## src/hdl/rcs_pkg.sv

```systemverilog
package rcs_pkg;

	localparam int ADDR_W = 4;
	localparam int DATA_W = 8;

	localparam logic [3:0] OFS_IRQ_STATUS = 4'h0;
	localparam logic [3:0] OFS_IRQ_CLEAR  = 4'h1;
	localparam logic [3:0] OFS_IRQ_ENABLE = 4'h2;
	localparam logic [3:0] OFS_SUPV_CTRL  = 4'h3;
	localparam logic [3:0] OFS_USART_PRE  = 4'h4;
	localparam logic [3:0] OFS_USART_CS   = 4'h5;
	localparam logic [3:0] OFS_USART_RX   = 4'h6;
	localparam logic [3:0] OFS_USART_INT  = 4'h7;
	localparam logic [3:0] OFS_CMP_SEL    = 4'h8;
	localparam logic [3:0] OFS_STATE      = 4'h9;

	localparam int OPT_POR_BIT  = 6;
	localparam int OPT_OSC_HI   = 4;
	localparam int OPT_OSC_LO   = 3;
	localparam int OPT_SUPV_BIT = 2;

	localparam int IRQ_W   = 3;
	localparam int IRQ_POR = 0;
	localparam int IRQ_EXT = 1;
	localparam int IRQ_CM  = 2;

	localparam int SUPV_CM_BIT = 2;
	localparam logic [1:0] SUPV_WIN_MAX = 2'h3;
	localparam logic [7:0] SUPV_RST_ON  = 8'h07;
	localparam logic [7:0] SUPV_RST_OFF = 8'h00;

	localparam int TXE_BIT = 0;
	localparam logic [7:0] USART_CS_RST = 8'h01;
	localparam logic [7:0] REG_CLEARED  = 8'h00;

	localparam logic [11:0] IDLE_PRESET = 12'hfff;
	localparam logic [11:0] IDLE_ZERO   = 12'h000;

	localparam int CM_MIN_CYC = 16;
	localparam int CM_MAX_CYC = 32;
	localparam logic [4:0] CM_LAST = 5'(CM_MIN_CYC - 1);

	typedef enum logic [1:0] {
		OSC_EXT_CLK,
		OSC_RC,
		OSC_XTAL_NOBIAS,
		OSC_XTAL_BIAS
	} rcs_osc_e;

	typedef enum logic [1:0] {
		SEQ_SUPPLY_LOW,
		SEQ_STRETCH,
		SEQ_RUN
	} rcs_seq_e;

	typedef struct packed {
		logic [7:0] prescaler;
		logic [7:0] ctrl_status;
		logic [7:0] rx_ctrl;
		logic [7:0] int_ctrl;
	} rcs_usart_s;

	typedef struct packed {
		rcs_osc_e mode;
		logic     clock_output_drive;
		logic     bias_enable;
		logic     g7_general_input;
	} rcs_osc_s;

endpackage

```

## src/hdl/rcs_sync.sv

```systemverilog
`timescale 1ns/1ps
module rcs_sync #(
	parameter int WIDTH = 1
) (
	input  logic             core_clk,
	input  logic             sys_rst,
	input  logic [WIDTH-1:0] async_in,
	output logic [WIDTH-1:0] sync_out
);

	logic [WIDTH-1:0] stage1_reg;

	// The first stage feeds only the second one.
	always_ff @(posedge core_clk) begin
		if (sys_rst) begin
			stage1_reg <= '0;
			sync_out   <= '0;
		end else begin
			stage1_reg <= async_in;
			sync_out   <= stage1_reg;
		end
	end

endmodule

```

## src/hdl/rcs_top.sv

```systemverilog
// Behaviour
// - Reset clears USART state, sets tx-empty.
// - Warm reset keeps RAM; power-on leaves undefined.
// - Reset sets service window max, arms monitor.
// - Supervision and monitor silent during reset.
// - Slow clock drives error pin low.
// - Reset pin also ends halt state.
// - Power-on reset asserts as supply rises.
// - Power-on detector presets idle timer 0fff.
// - Internal reset held until idle timer underflows.
// - Power-on reset initialises like pin reset.
// - No further power-on reset while supply good.
// - Power-on leaves data and RAM undefined.
// - Two option bits choose oscillator source.
// - External and R/C modes free bit-7 pin.
// - Crystal modes drive clock output pin.
// - Option bit 6 enables power-on reset.
// - Option bit 2 low enables supervision pin.
//
// The register offsets and the plain strobed port were decided locally.
`timescale 1ns/1ps
module rcs_top (
	input  logic                         core_clk,
	input  logic                         sys_rst,
	input  logic                         reset_n_pin,
	input  logic                         supply_ok,
	input  logic                         clock_ok,
	input  logic [7:0]                   option_word,
	input  logic                         port_g_bit7_pin,
	input  logic                         halt_active,
	input  logic [rcs_pkg::ADDR_W-1:0]   reg_addr,
	input  logic [rcs_pkg::DATA_W-1:0]   reg_wdata,
	input  logic                         reg_wr,
	input  logic                         reg_rd,
	output logic [rcs_pkg::DATA_W-1:0]   reg_rdata,
	output logic                         irq,
	output logic                         internal_rst,
	output logic                         halt_exit,
	output logic                         ram_valid,
	output rcs_pkg::rcs_usart_s          usart_state,
	output logic [7:0]                   comparator_select,
	output rcs_pkg::rcs_osc_s            osc_cfg,
	output logic                         clock_output_pin_oe,
	output logic                         port_g_bit7_in,
	output logic                         port_g_bit1_pin_out,
	output logic                         port_g_bit1_pin_oe,
	output logic                         port_g_bit1_pullup
);

	function automatic rcs_pkg::rcs_osc_s osc_decode(input logic [1:0] sel);
		rcs_pkg::rcs_osc_s cfg;
		cfg = '0;
		case (sel)
			2'h0: cfg.mode = rcs_pkg::OSC_EXT_CLK;
			2'h1: cfg.mode = rcs_pkg::OSC_RC;
			2'h2: cfg.mode = rcs_pkg::OSC_XTAL_NOBIAS;
			default: cfg.mode = rcs_pkg::OSC_XTAL_BIAS;
		endcase
		cfg.clock_output_drive = sel[1];
		cfg.bias_enable        = sel[1] & sel[0];
		cfg.g7_general_input   = ~sel[1];
		return cfg;
	endfunction

	logic                    rst_n_s;
	logic                    supply_ok_s;
	logic                    clock_ok_s;
	logic                    g7_s;
	logic [7:0]              opt_s;

	rcs_sync #(.WIDTH(12)) u_sync (
		.core_clk (core_clk),
		.sys_rst  (sys_rst),
		.async_in ({reset_n_pin, supply_ok, clock_ok, port_g_bit7_pin,
			option_word}),
		.sync_out ({rst_n_s, supply_ok_s, clock_ok_s, g7_s, opt_s})
	);

	// Pin reset is active low and must stay low one cycle; a shorter
	// glitch may be missed by the synchroniser.
	wire ext_rst   = ~rst_n_s;
	wire por_en    = opt_s[rcs_pkg::OPT_POR_BIT];
	wire supv_en   = ~opt_s[rcs_pkg::OPT_SUPV_BIT];
	wire [1:0] osc_sel = {opt_s[rcs_pkg::OPT_OSC_HI],
		opt_s[rcs_pkg::OPT_OSC_LO]};

	rcs_pkg::rcs_seq_e seq_reg;
	rcs_pkg::rcs_seq_e seq_next;
	logic [11:0]       idle_countdown_timer_reg;
	logic              ext_rst_d_reg;
	logic              cm_err_reg;
	logic [4:0]        cm_cnt_reg;
	logic [7:0]        supv_ctrl_reg;
	logic [rcs_pkg::IRQ_W-1:0] irq_status_reg;
	logic [rcs_pkg::IRQ_W-1:0] irq_enable_reg;

	wire idle_zero = idle_countdown_timer_reg == rcs_pkg::IDLE_ZERO;
	wire por_rise  = (seq_reg == rcs_pkg::SEQ_SUPPLY_LOW) && por_en &&
		supply_ok_s;
	wire ext_rise  = ext_rst & ~ext_rst_d_reg;
	wire cm_armed  = supv_en & supv_ctrl_reg[rcs_pkg::SUPV_CM_BIT];
	wire cm_set    = ~internal_rst & cm_armed & ~clock_ok_s & ~cm_err_reg;
	// Next value of the reset net; the error pin is quietened in the same
	// edge that raises reset instead of one cycle after it.
	wire rst_next  = ext_rst | (seq_next != rcs_pkg::SEQ_RUN);
	wire cm_drive  = cm_err_reg & ~rst_next;

	// Power-on sequencing. The detector only acts on a rise of the supply
	// flag, so once the timer has run out nothing restarts the stretch
	// until the supply has dropped below threshold first.
	always_comb begin
		seq_next = seq_reg;
		case (seq_reg)
			rcs_pkg::SEQ_SUPPLY_LOW: begin
				if (!por_en) begin
					seq_next = rcs_pkg::SEQ_RUN;
				end else if (supply_ok_s) begin
					seq_next = rcs_pkg::SEQ_STRETCH;
				end
			end
			rcs_pkg::SEQ_STRETCH: begin
				if (por_en && !supply_ok_s) begin
					seq_next = rcs_pkg::SEQ_SUPPLY_LOW;
				end else if (!por_en || idle_zero) begin
					seq_next = rcs_pkg::SEQ_RUN;
				end
			end
			rcs_pkg::SEQ_RUN: begin
				if (por_en && !supply_ok_s) begin
					seq_next = rcs_pkg::SEQ_SUPPLY_LOW;
				end
			end
			default: seq_next = rcs_pkg::SEQ_SUPPLY_LOW;
		endcase
	end

	always_ff @(posedge core_clk) begin
		if (sys_rst) begin
			seq_reg <= rcs_pkg::SEQ_SUPPLY_LOW;
		end else begin
			seq_reg <= seq_next;
		end
	end

	// The idle timer runs freely at the instruction rate.
	always_ff @(posedge core_clk) begin
		if (sys_rst || por_rise) begin
			idle_countdown_timer_reg <= rcs_pkg::IDLE_PRESET;
		end else begin
			idle_countdown_timer_reg <= idle_countdown_timer_reg - 12'h001;
		end
	end

	// One reset net for USART, comparator, supervision and monitor state, so both sources act alike. The pin
	// synchroniser reads low during reset, so the edge detector starts high
	// or every reset release would look like a pin reset.
	always_ff @(posedge core_clk) begin
		if (sys_rst) begin
			internal_rst  <= 1'b1;
			ext_rst_d_reg <= 1'b1;
		end else begin
			internal_rst  <= rst_next;
			ext_rst_d_reg <= ext_rst;
		end
	end

	always_ff @(posedge core_clk) begin
		if (sys_rst) begin
			halt_exit <= 1'b0;
		end else begin
			halt_exit <= ext_rise & halt_active;
		end
	end

	// RAM is never cleared; only its trust flag is dropped by a power-on.
	always_ff @(posedge core_clk) begin
		if (sys_rst || por_rise) begin
			ram_valid <= 1'b0;
		end else if (reg_wr && reg_addr == rcs_pkg::OFS_STATE &&
			reg_wdata[0]) begin
			ram_valid <= 1'b1;
		end
	end

	// Clock monitor: error lasts until the clock has been good for the
	// minimum count; the input synchroniser adds two more cycles.
	always_ff @(posedge core_clk) begin
		if (sys_rst || internal_rst) begin
			cm_err_reg <= 1'b0;
			cm_cnt_reg <= 5'h00;
		end else if (cm_set) begin
			cm_err_reg <= 1'b1;
			cm_cnt_reg <= 5'h00;
		end else if (cm_err_reg && !clock_ok_s) begin
			cm_cnt_reg <= 5'h00;
		end else if (cm_err_reg) begin
			cm_cnt_reg <= cm_cnt_reg + 5'h01;
			if (cm_cnt_reg == rcs_pkg::CM_LAST) begin
				cm_err_reg <= 1'b0;
			end
		end
	end

	wire wr_hit_ctrl = reg_wr & ~internal_rst;

	always_ff @(posedge core_clk) begin
		if (sys_rst || internal_rst) begin
			supv_ctrl_reg <= supv_en ? rcs_pkg::SUPV_RST_ON :
				rcs_pkg::SUPV_RST_OFF;
		end else if (wr_hit_ctrl && reg_addr == rcs_pkg::OFS_SUPV_CTRL) begin
			supv_ctrl_reg <= reg_wdata;
		end
	end

	always_ff @(posedge core_clk) begin
		if (sys_rst || internal_rst) begin
			usart_state.prescaler   <= rcs_pkg::REG_CLEARED;
			usart_state.ctrl_status <= rcs_pkg::USART_CS_RST;
			usart_state.rx_ctrl     <= rcs_pkg::REG_CLEARED;
			usart_state.int_ctrl    <= rcs_pkg::REG_CLEARED;
			comparator_select       <= rcs_pkg::REG_CLEARED;
		end else if (wr_hit_ctrl) begin
			case (reg_addr)
				rcs_pkg::OFS_USART_PRE: usart_state.prescaler   <= reg_wdata;
				rcs_pkg::OFS_USART_CS:  usart_state.ctrl_status <= reg_wdata;
				rcs_pkg::OFS_USART_RX:  usart_state.rx_ctrl     <= reg_wdata;
				rcs_pkg::OFS_USART_INT: usart_state.int_ctrl    <= reg_wdata;
				rcs_pkg::OFS_CMP_SEL:   comparator_select       <= reg_wdata;
				default: ;
			endcase
		end
	end

	// Pin configuration follows the option word.
	always_ff @(posedge core_clk) begin
		if (sys_rst) begin
			osc_cfg             <= '0;
			clock_output_pin_oe <= 1'b0;
			port_g_bit7_in      <= 1'b0;
			port_g_bit1_pin_out <= 1'b1;
			port_g_bit1_pin_oe  <= 1'b0;
			port_g_bit1_pullup  <= 1'b0;
		end else begin
			osc_cfg             <= osc_decode(osc_sel);
			clock_output_pin_oe <= osc_sel[1];
			port_g_bit7_in      <= ~osc_sel[1] & g7_s;
			port_g_bit1_pin_out <= ~cm_drive;
			port_g_bit1_pin_oe  <= supv_en & cm_drive;
			port_g_bit1_pullup  <= supv_en;
		end
	end

	// Status bits are sticky; a set in the clearing cycle wins.
	wire [rcs_pkg::IRQ_W-1:0] irq_events = {cm_set, ext_rise, por_rise};
	wire [rcs_pkg::IRQ_W-1:0] irq_clear  =
		(reg_wr && reg_addr == rcs_pkg::OFS_IRQ_CLEAR) ?
		reg_wdata[rcs_pkg::IRQ_W-1:0] : '0;

	always_ff @(posedge core_clk) begin
		if (sys_rst) begin
			irq_status_reg <= '0;
			irq_enable_reg <= '0;
			irq            <= 1'b0;
		end else begin
			irq_status_reg <= (irq_status_reg & ~irq_clear) | irq_events;
			if (reg_wr && reg_addr == rcs_pkg::OFS_IRQ_ENABLE) begin
				irq_enable_reg <= reg_wdata[rcs_pkg::IRQ_W-1:0];
			end
			irq <= |(((irq_status_reg & ~irq_clear) | irq_events) &
				irq_enable_reg);
		end
	end

	wire [7:0] state_word = {1'b0, cm_err_reg, osc_sel, por_en, supv_en,
		internal_rst, ram_valid};
	logic [7:0] rd_mux;

	always_comb begin
		case (reg_addr)
			rcs_pkg::OFS_IRQ_STATUS: rd_mux = {5'h00, irq_status_reg};
			rcs_pkg::OFS_IRQ_ENABLE: rd_mux = {5'h00, irq_enable_reg};
			rcs_pkg::OFS_SUPV_CTRL:  rd_mux = supv_ctrl_reg;
			rcs_pkg::OFS_USART_PRE:  rd_mux = usart_state.prescaler;
			rcs_pkg::OFS_USART_CS:   rd_mux = usart_state.ctrl_status;
			rcs_pkg::OFS_USART_RX:   rd_mux = usart_state.rx_ctrl;
			rcs_pkg::OFS_USART_INT:  rd_mux = usart_state.int_ctrl;
			rcs_pkg::OFS_CMP_SEL:    rd_mux = comparator_select;
			rcs_pkg::OFS_STATE:      rd_mux = state_word;
			default:                 rd_mux = 8'h00;
		endcase
	end

	always_ff @(posedge core_clk) begin
		if (sys_rst) begin
			reg_rdata <= 8'h00;
		end else begin
			reg_rdata <= reg_rd ? rd_mux : 8'h00;
		end
	end
endmodule

```

## config.mk

```make
export PLATFORM = sky130hd
export DESIGN_NAME = rcs_top
export DESIGN_NICKNAME = d
export VERILOG_FILES = /design/src/hdl/rcs_pkg.sv /design/src/hdl/rcs_sync.sv /design/src/hdl/rcs_top.sv
export SDC_FILE = /design/constraint.sdc
export NUM_CORES = 1
export LEC_CHECK = 0
export BUFFER_PORTS_ARGS = -buffer_cell sky130_fd_sc_hd__buf_2
export CAP_MARGIN = 20
export CORE_MARGIN = 8
export CORE_UTILIZATION = 59
export DETAILED_ROUTE_END_ITERATION = 16
export PLACE_DENSITY = 0.85
export SYNTH_ARGS = -nofsm -noshare
export SYNTH_HDL_FRONTEND = slang
export SYNTH_SLANG_ARGS = --single-unit
```

## constraint.sdc

```tcl
create_clock -name core_clk -period 3.85 [get_ports core_clk]
set_input_delay 0.77 -clock core_clk [delete_from_list [all_inputs] [get_ports core_clk]]
set_output_delay 0.77 -clock core_clk [all_outputs]
set_load 0.01 [all_outputs]
```

==> results of run 1 <==
==> cell usage in the layout, fill, tap and decap left out, types with 2 or more instances in the layout <==
cell,netlist,routed
a22o_1,4,4
and2_1,7,7
nor3b_1,5,5
a21oi_1,34,34
and3b_1,2,2
and4bb_2,2,2
a32oi_1,5,5
a31oi_1,9,9
o21ai_0,7,7
ha_1,3,3
clkbuf_8,0,10
nand2b_1,4,4
edfxtp_1,8,8
inv_4,0,2
or4_1,2,2
nor2b_1,25,25
nand3b_1,12,12
buf_2,12,86
dfxtp_1,104,104
buf_4,1,8
xnor2_1,4,4
nand4_1,2,2
inv_1,7,7
nand3_1,36,36
o21a_1,6,6
mux2i_1,27,27
inv_6,0,2
nor2_1,44,44
xor2_1,7,7
and3_1,4,4
nor3_1,3,3
mux2_2,6,6
nand2_1,47,47
==> power breakdown <==
part / switching (µW) / internal (µW) / leakage, µW
combinational: 76.1 / 41.8 / 0.00107
clock: 410 / 264 / 0.0000961
sequential: 11.7 / 1190 / 0.000931
total: 498 / 1500 / 0.00210
==> worst paths after layout <==
check                                         start                                     end  slack (ps)
min          idle_countdown_timer_reg[0]$_SDFF_PP1_  idle_countdown_timer_reg[0]$_SDFF_PP1_         440
min reg2reg  idle_countdown_timer_reg[0]$_SDFF_PP1_  idle_countdown_timer_reg[0]$_SDFF_PP1_         440
max                                     reg_addr[2]            usart_state[10]$_SDFFE_PN0P_        1430
max reg2reg                 internal_rst$_SDFF_PP1_            usart_state[10]$_SDFFE_PN0P_        1860
==> cell type report <==
| cell class | instances | share of cell area (%) |
|---|---|---|
| Multi-Input combinational cell | 331 | 39.5 |
| Timing Repair Buffer | 94 | 9.42 |
| Sequential cell | 112 | 44.6 |
| Clock inverter | 6 | 0.937 |
| Inverter | 7 | 0.504 |
| Tap cell | 102 | 2.45 |
| Clock buffer | 10 | 2.64 |
==> logic make-up after synthesis <==
family | Yosys count | synth area share (%)
DFF | 112 | 51.1
muxes | 33 | 7.44
and+or+nand+nor | 204 | 23.5
adders and majority gates | 3 | 0.826
AOI/OAI and AO/OA | 80 | 11.4
xor gates and xnor gates | 11 | 2.12
buffers and inverters | 39 | 3.64
==> worst register-to-register path, delay by kind of cell (launching register included) <==
kind | cells | cell delay [ps]
AOI/OAI and AO/OA | 1 | 80
DFF | 1 | 390
and+or+nand+nor | 3 | 1410
==> per-stage QoR <==
stage / cell area [µm²] / setup slack (ps)
2_1_floorplan: 4540 / 1670
3_3_place_gp: 5020 / 1080
3_5_place_dp: 5020 / 1090
4_1_cts: 5210 / 1490
5_1_grt: 5210 / 1350
6_report: 5210 / 1430
==> layer usage <==
layer / track usage, % / up-vias
met5: 0 / -
met4: 7.96 / 0
met3: 5.45 / 27
met2: 34.8 / 209
met1: 27.2 / 1885
li1: - / 1823
==> cells in the mapped netlist, drive strengths merged (3+ instances only) <==
library cell	count
buf	15
nor2	44
nand2b	4
xnor2	4
xor2	7
nor3b	6
a31oi	9
nor2b	25
nand3	36
a21oi	34
edfxtp	8
and2	7
clkbuf	17
nor3	3
and3	4
nand2	47
a32oi	5
mux2	6
dfxtp	104
inv	7
a22o	4
mux2i	27
nand3b	12
ha	3
o21ai	7
o21a	6
==> metrics.csv, run 1 <==
stage,metric,value,unit
finish,seqCellArea,2320,µm²
setup_path,cp_slowest_cell,and4bb_2,
timing,hold_viol,0,
timing,setup_viol,0,
grt,grtUsageTotal,21.6,%
setup_path,worst-path-buf-inv,1,
timing,clock_skew,5.45,ps
setup_path,slowest_delay,730,ps
cts,cts.sinks,112,
setup_path,path_cells,"buf_2, and4bb_2, nand2_1, nand2_1, a21oi_1",
finish,multiInputGateArea,2060,µm²
synthesis,synth_top_area_share,45.8,%
run_status,status,"finished, final reports clean",
setup_path,critPathKind,primary input to flop,
timing,clock.fmax,413,MHz
timing,hold_ws,435,ps
setup_path,worstRegToRegCells,4,
timing,worst_pin_slew,764,ps
grt,grt_pass1_wl,19100,µm
drt,drt_wl_total,12000,µm
synthesis,synth-async-reset-ratio,0,%
setup_path,crit_path_frequent_cell,nand2_1,
drt,first_pass_iters,6,
synthesis,syn_area,4540,µm²
setup_path,critPathMaxFanout,31,
placement,placed_cells,646,
synthesis,synth-seq-area-share,51.1,%
synthesis,avgSynthCellArea,9.43,µm²
synthesis,ys_types,56,
setup_path,critPathLaunchType,primary input,
synthesis,syn_inst,482,
cts,cts.root.buffer_cell,clkbuf_8,
drt,drt-met1-wl,4740,µm
grt,grt.overflow.total,0,
synthesis,ys_top_cells_by_area,"dfxtp_1 46%, mux2i_1 5.9%, edfxtp_1 5.3%",
cts,clock_latency,370,ps
die,rows,32,
synthesis,synth_flop_cell,dfxtp_1,
power_and_ir_drop,powerDensity,383,nW/µm²
cts,cts.path.max_buffers,2,
worst_hold_path,hold_path.class,flop to flop,
finish,fill_cells,619,
timing,slew_violations,0,
synthesis,ys_ff_latch,112,
setup_path,worstSetupEndpointType,flop,
power_and_ir_drop,total_power,1990,µW
cts,cts_tree,yes,
finish,drive_gt1_share,22.3,%
drt,vias,3944,
placement,dp_hpwl,8310,µm
finish,diodes,0,
drt,wl_met3,1240,µm
cts,post-cts-setup-buffer-count,0,
drt,wl_met2,5770,µm
drt,first_iter_violations,428,
cts,clk_pin_slew,100,ps
drt,highest_layer,met4,
die,core_area,7610,µm²
placement,port_buffers,86,
setup_path,crit_family,simple AND/OR/NAND/NOR gates,
synthesis,synth_edf_count,8,
setup_path,cp.depth,5,
setup_path,required,4110,ps
worst_hold_path,whs_path_depth,1,
drt,drtAntennaViolNets,0,
synthesis,synth-warning-count,0,
synthesis,synth_top_cell_by_area,dfxtp_1,
run,drv_cap,0,
timing,fin_setup_tns,0,ps
timing,slew_headroom,48.9,%
die,dieWidth,104,µm
synthesis,syn-num-nets,514,
die,io_pins,91,
placement,place_congestion,0.864,
finish,fin_cells,662,
setup_path,critical_path_arrival,2680,ps
die,die_h,104,µm
die,dieArea,10800,µm²
drt,via_per_inst,5.96,
power_and_ir_drop,leakagePower,0.00210,µW
finish,area_growth,14.7,%
cts,hold_buffers,0,
power_and_ir_drop,ir_drop,0.000221,V
timing,finalCritPeriodShare,62.9,%
grt,grt_max_degree,34,
die,start_util,59.7,%
finish,nets,587,
cts,cts-buffers-inserted,9,
drt,drc,0,
drt,wl_per_cell,18.1,µm
timing,rsz0062_at_grt,false,
cts,h-tree-depth,3,
timing,period_minus_slack,2420,ps
grt,first_global_vias,3761,
finish,largest_reg_flops,32,
cts,cts-resized-gates,0,
finish,fin_util,68.5,%
grt,antenna_found_initial,0,
Note: power is estimated with default switching activity, not from simulation.
==> inputs of run 2 (changes only) <==
Settings changed: ABC_AREA set to 1, CORE_UTILIZATION 59 to 54, PLACE_DENSITY 0.85 to 0.79.
Clock period 3.85 ns to 2.45 ns, I/O delays scaled along.
==> run 2 against run 1 <==
Against the previous run:
- non-clock buffer count unchanged
- critical path type unchanged
- worst hold slack got worse by 120 ps
- setup slack got worse by 590 ps
- routed wire length down 6.2%
- utilization fell by 5.5 points
- sequential share of layout area rose by 1.2 points
- cell count rose by 12%
==> metrics.csv, run 2 <==
stage,metric,value,unit,change
run_status,status,"finished, final reports clean",,
synthesis,syn_inst,545,,+13%
placement,port_buffers,86,,unchanged
cts,clock_latency,370,ps,about the same
cts,cts.root.buffer_cell,clkbuf_8,,
worst_hold_path,hp-start,option_word[4],,
setup_path,critPathKind,primary input to flop,,
finish,layout_common_cells,"104 x dfxtp_1, 86 x buf_2, 76 x inv_1",,
timing,hold_viol,0,,unchanged
setup_path,path_cells,"buf_2, inv_1, nor2_4, nand2_2, inv_2, nand2_1, o21ai_0, a21oi_1",,
cts,cts.path.max_buffers,2,,unchanged
drt,first_pass_iters,5,,-1
timing,rsz0062_at_grt,false,,
setup_path,crit_family,simple AND/OR/NAND/NOR gates,,
cts,cts-buffers-inserted,9,,unchanged
timing,fin_setup_tns,0,ps,unchanged
setup_path,required,2690,ps,-1420 ps
die,core_area,8050,µm²,+5.8%
timing,worst_pin_slew,471,ps,-293 ps
power_and_ir_drop,total_power,3040,µW,+52%
finish,drive_gt1_share,20.8,%,-1.5 points
cts,cts_tree,yes,,
setup_path,worst-path-buf-inv,3,,+2
setup_path,critPathLaunchType,primary input,,
synthesis,ys_types,35,,-38%
synthesis,syn_area,4380,µm²,-3.7%
timing,period_minus_slack,1610,ps,
drt,drt_wl_total,11200,µm,-6.2%
setup_path,r2r_end,usart_state[0]$_SDFFE_PN0P_,,
synthesis,syn-num-nets,577,,+12%
power_and_ir_drop,leakagePower,0.00222,µW,+5.8%
synthesis,synth-warning-count,0,,unchanged
setup_path,worstRegToRegCells,6,,+2
die,start_util,54.4,%,-5.4 points
synthesis,yosysMostFrequentCell,dfxtp_1,,
drt,first_iter_violations,345,,-19%
run,drv_cap,0,,unchanged
timing,hold_ws,313,ps,-122 ps
drt,via_per_inst,5.30,,-11%
power_and_ir_drop,powerDensity,599,nW/µm²,+57%
setup_path,slowest_delay,320,ps,-410 ps
setup_path,cp.depth,8,,+3
finish,largest_reg_flops,32,,unchanged
die,die_h,106,µm,+2.2%
timing,clock.fmax,621,MHz,
synthesis,yosys-top-cells-count,"104 x dfxtp_1, 76 x inv_1, 68 x nor2_1, 67 x nand2_1, 63 x a21oi_1",,
setup_path,critPathMaxFanout,12,,-61%
synthesis,avgSynthCellArea,8.03,µm²,-15%
setup_path,critical_path_arrival,1850,ps,-830 ps
synthesis,synth_top_area_share,47.6,%,+1.7 points
synthesis,ys_ff_latch,112,,unchanged
setup_path,startpoint,reg_addr[2],,
synthesis,synth_edf_count,8,,unchanged
drt,vias,3935,,-0.23%
setup_path,r2r-start,internal_rst$_SDFF_PP1_,,
worst_hold_path,hold_path.class,primary input to flop,,
placement,dp_hpwl,8490,µm,+2.2%
grt,antenna_found_initial,0,,unchanged
grt,grt_max_degree,22,,-35%
finish,layout.cells.most_common,dfxtp_1,,
cts,h-tree-depth,3,,unchanged
die,dieWidth,106,µm,+2.2%
timing,slew_violations,0,,unchanged
timing,slew_headroom,68.5,%,+20 points
grt,grt.overflow.total,0,,unchanged
placement,place_congestion,0.955,,+10%
drt,drc,0,,unchanged
cts,hold_buffers,0,,unchanged
synthesis,synth-async-reset-ratio,0,%,unchanged
synthesis,synth_top_cell_by_area,dfxtp_1,,
synthesis,synth_flop_cell,dfxtp_1,,
finish,fin_cells,743,,+12%
setup_path,endpoint,usart_state[27]$_SDFFE_PN0P_,,
die,rows,33,,+3.1%
power_and_ir_drop,ir_drop,0.000330,V,+49%
cts,cts.sinks,112,,unchanged
grt,grt_pass1_wl,18400,µm,-3.7%
cts,clk_pin_slew,100,ps,about the same
timing,setup_viol,0,,unchanged
setup_path,worstSetupEndpointType,flop,,
setup_path,cp_slowest_cell,nand2_1,,
grt,grtUsageTotal,20.2,%,-1.4 points
synthesis,synth-seq-area-share,53.1,%,+1.9 points
die,dieArea,11200,µm²,+4.4%
timing,finalCritPeriodShare,65.7,%,
grt,first_global_vias,3810,,+1.3%
finish,diodes,0,,unchanged
placement,placed_cells,727,,+13%
cts,cts-resized-gates,0,,unchanged
drt,drtAntennaViolNets,0,,unchanged
finish,nets,665,,+13%
synthesis,ys_top_cells_by_area,"dfxtp_1 48%, a21oi_1 7.2%, inv_1 6.5%",,
finish,area_growth,15.8,%,
die,io_pins,91,,unchanged
drt,wl_per_cell,15.1,µm,-16%
timing,clock_skew,9.52,ps,+4.07 ps
cts,post-cts-setup-buffer-count,0,,unchanged
setup_path,ff2ff_setup_slack,900,ps,-960 ps
-- run 2: routing by layer --
metal	vias up	wire length, µm	part of all wire, %	GRT usage, %
li1	1937	-	-	-
met1	1801	4710	42	25.4
met2	166	5470	49	32.4
met3	31	741	6.6	4.23
met4	0	319	2.8	9.75
met5	-	0	0	0
-- run 2: power breakdown --
part           internal (µW)  leakage, µW  switching (µW)
logic                   52.8      0.00120             114
registers               1870     0.000931            13.8
clock network            376    0.0000822             609
total                   2300      0.00222             737
-- run 2: cell families after synthesis --
| family | Yosys count | synth area share [%] |
|---|---|---|
| simple gates | 196 | 20.2 |
| flops | 112 | 53.1 |
| xor+xnor | 4 | 0.801 |
| compound gates | 132 | 15.8 |
| fa+ha+maj | 3 | 0.858 |
| buf+inv | 98 | 9.32 |
-- run 2: through the flow --
step | setup WS [ps] | utilization [%] | cell area, µm²
after floorplan | 541 | - | 4380
after global placement | 634 | 60.8 | 4900
after detailed placement | 515 | 60.8 | 4900
after CTS | 896 | 62.9 | 5070
after global routing | 750 | 62.9 | 5070
final | 839 | 62.9 | 5070
-- run 2: layout make-up --
class                   instances  area (µm²)
clock inverters                 6        43.8
inverters                      81         305
clock buffers                  10         128
flip-flops and latches        112        2320
repair buffers                 94         490
multi-input cells             335        1650
well taps                     105         131
fillers                       711        2980
-- run 2: worst min-delay path, stage by stage --
cell    delay (ps)
buf_2           70
inv_1           30
nor2_1          60
-- run 2: worst min-delay path by stage --
| stage | to | slack (ps) | cells after the start |
|---|---|---|---|
| finish | u_sync.stage1_reg[4]$_SDFF_PP0_ | 310 | 3 |
| global route | u_sync.stage1_reg[8]$_SDFF_PP0_ | 300 | 3 |
| CTS | u_sync.stage1_reg[4]$_SDFF_PP0_ | 300 | 3 |
| detailed placement | idle_countdown_timer_reg[0]$_SDFF_PP1_ | 380 | 1 |
| global placement | idle_countdown_timer_reg[0]$_SDFF_PP1_ | 370 | 1 |
| floorplan | idle_countdown_timer_reg[0]$_SDFF_PP1_ | 370 | 1 |
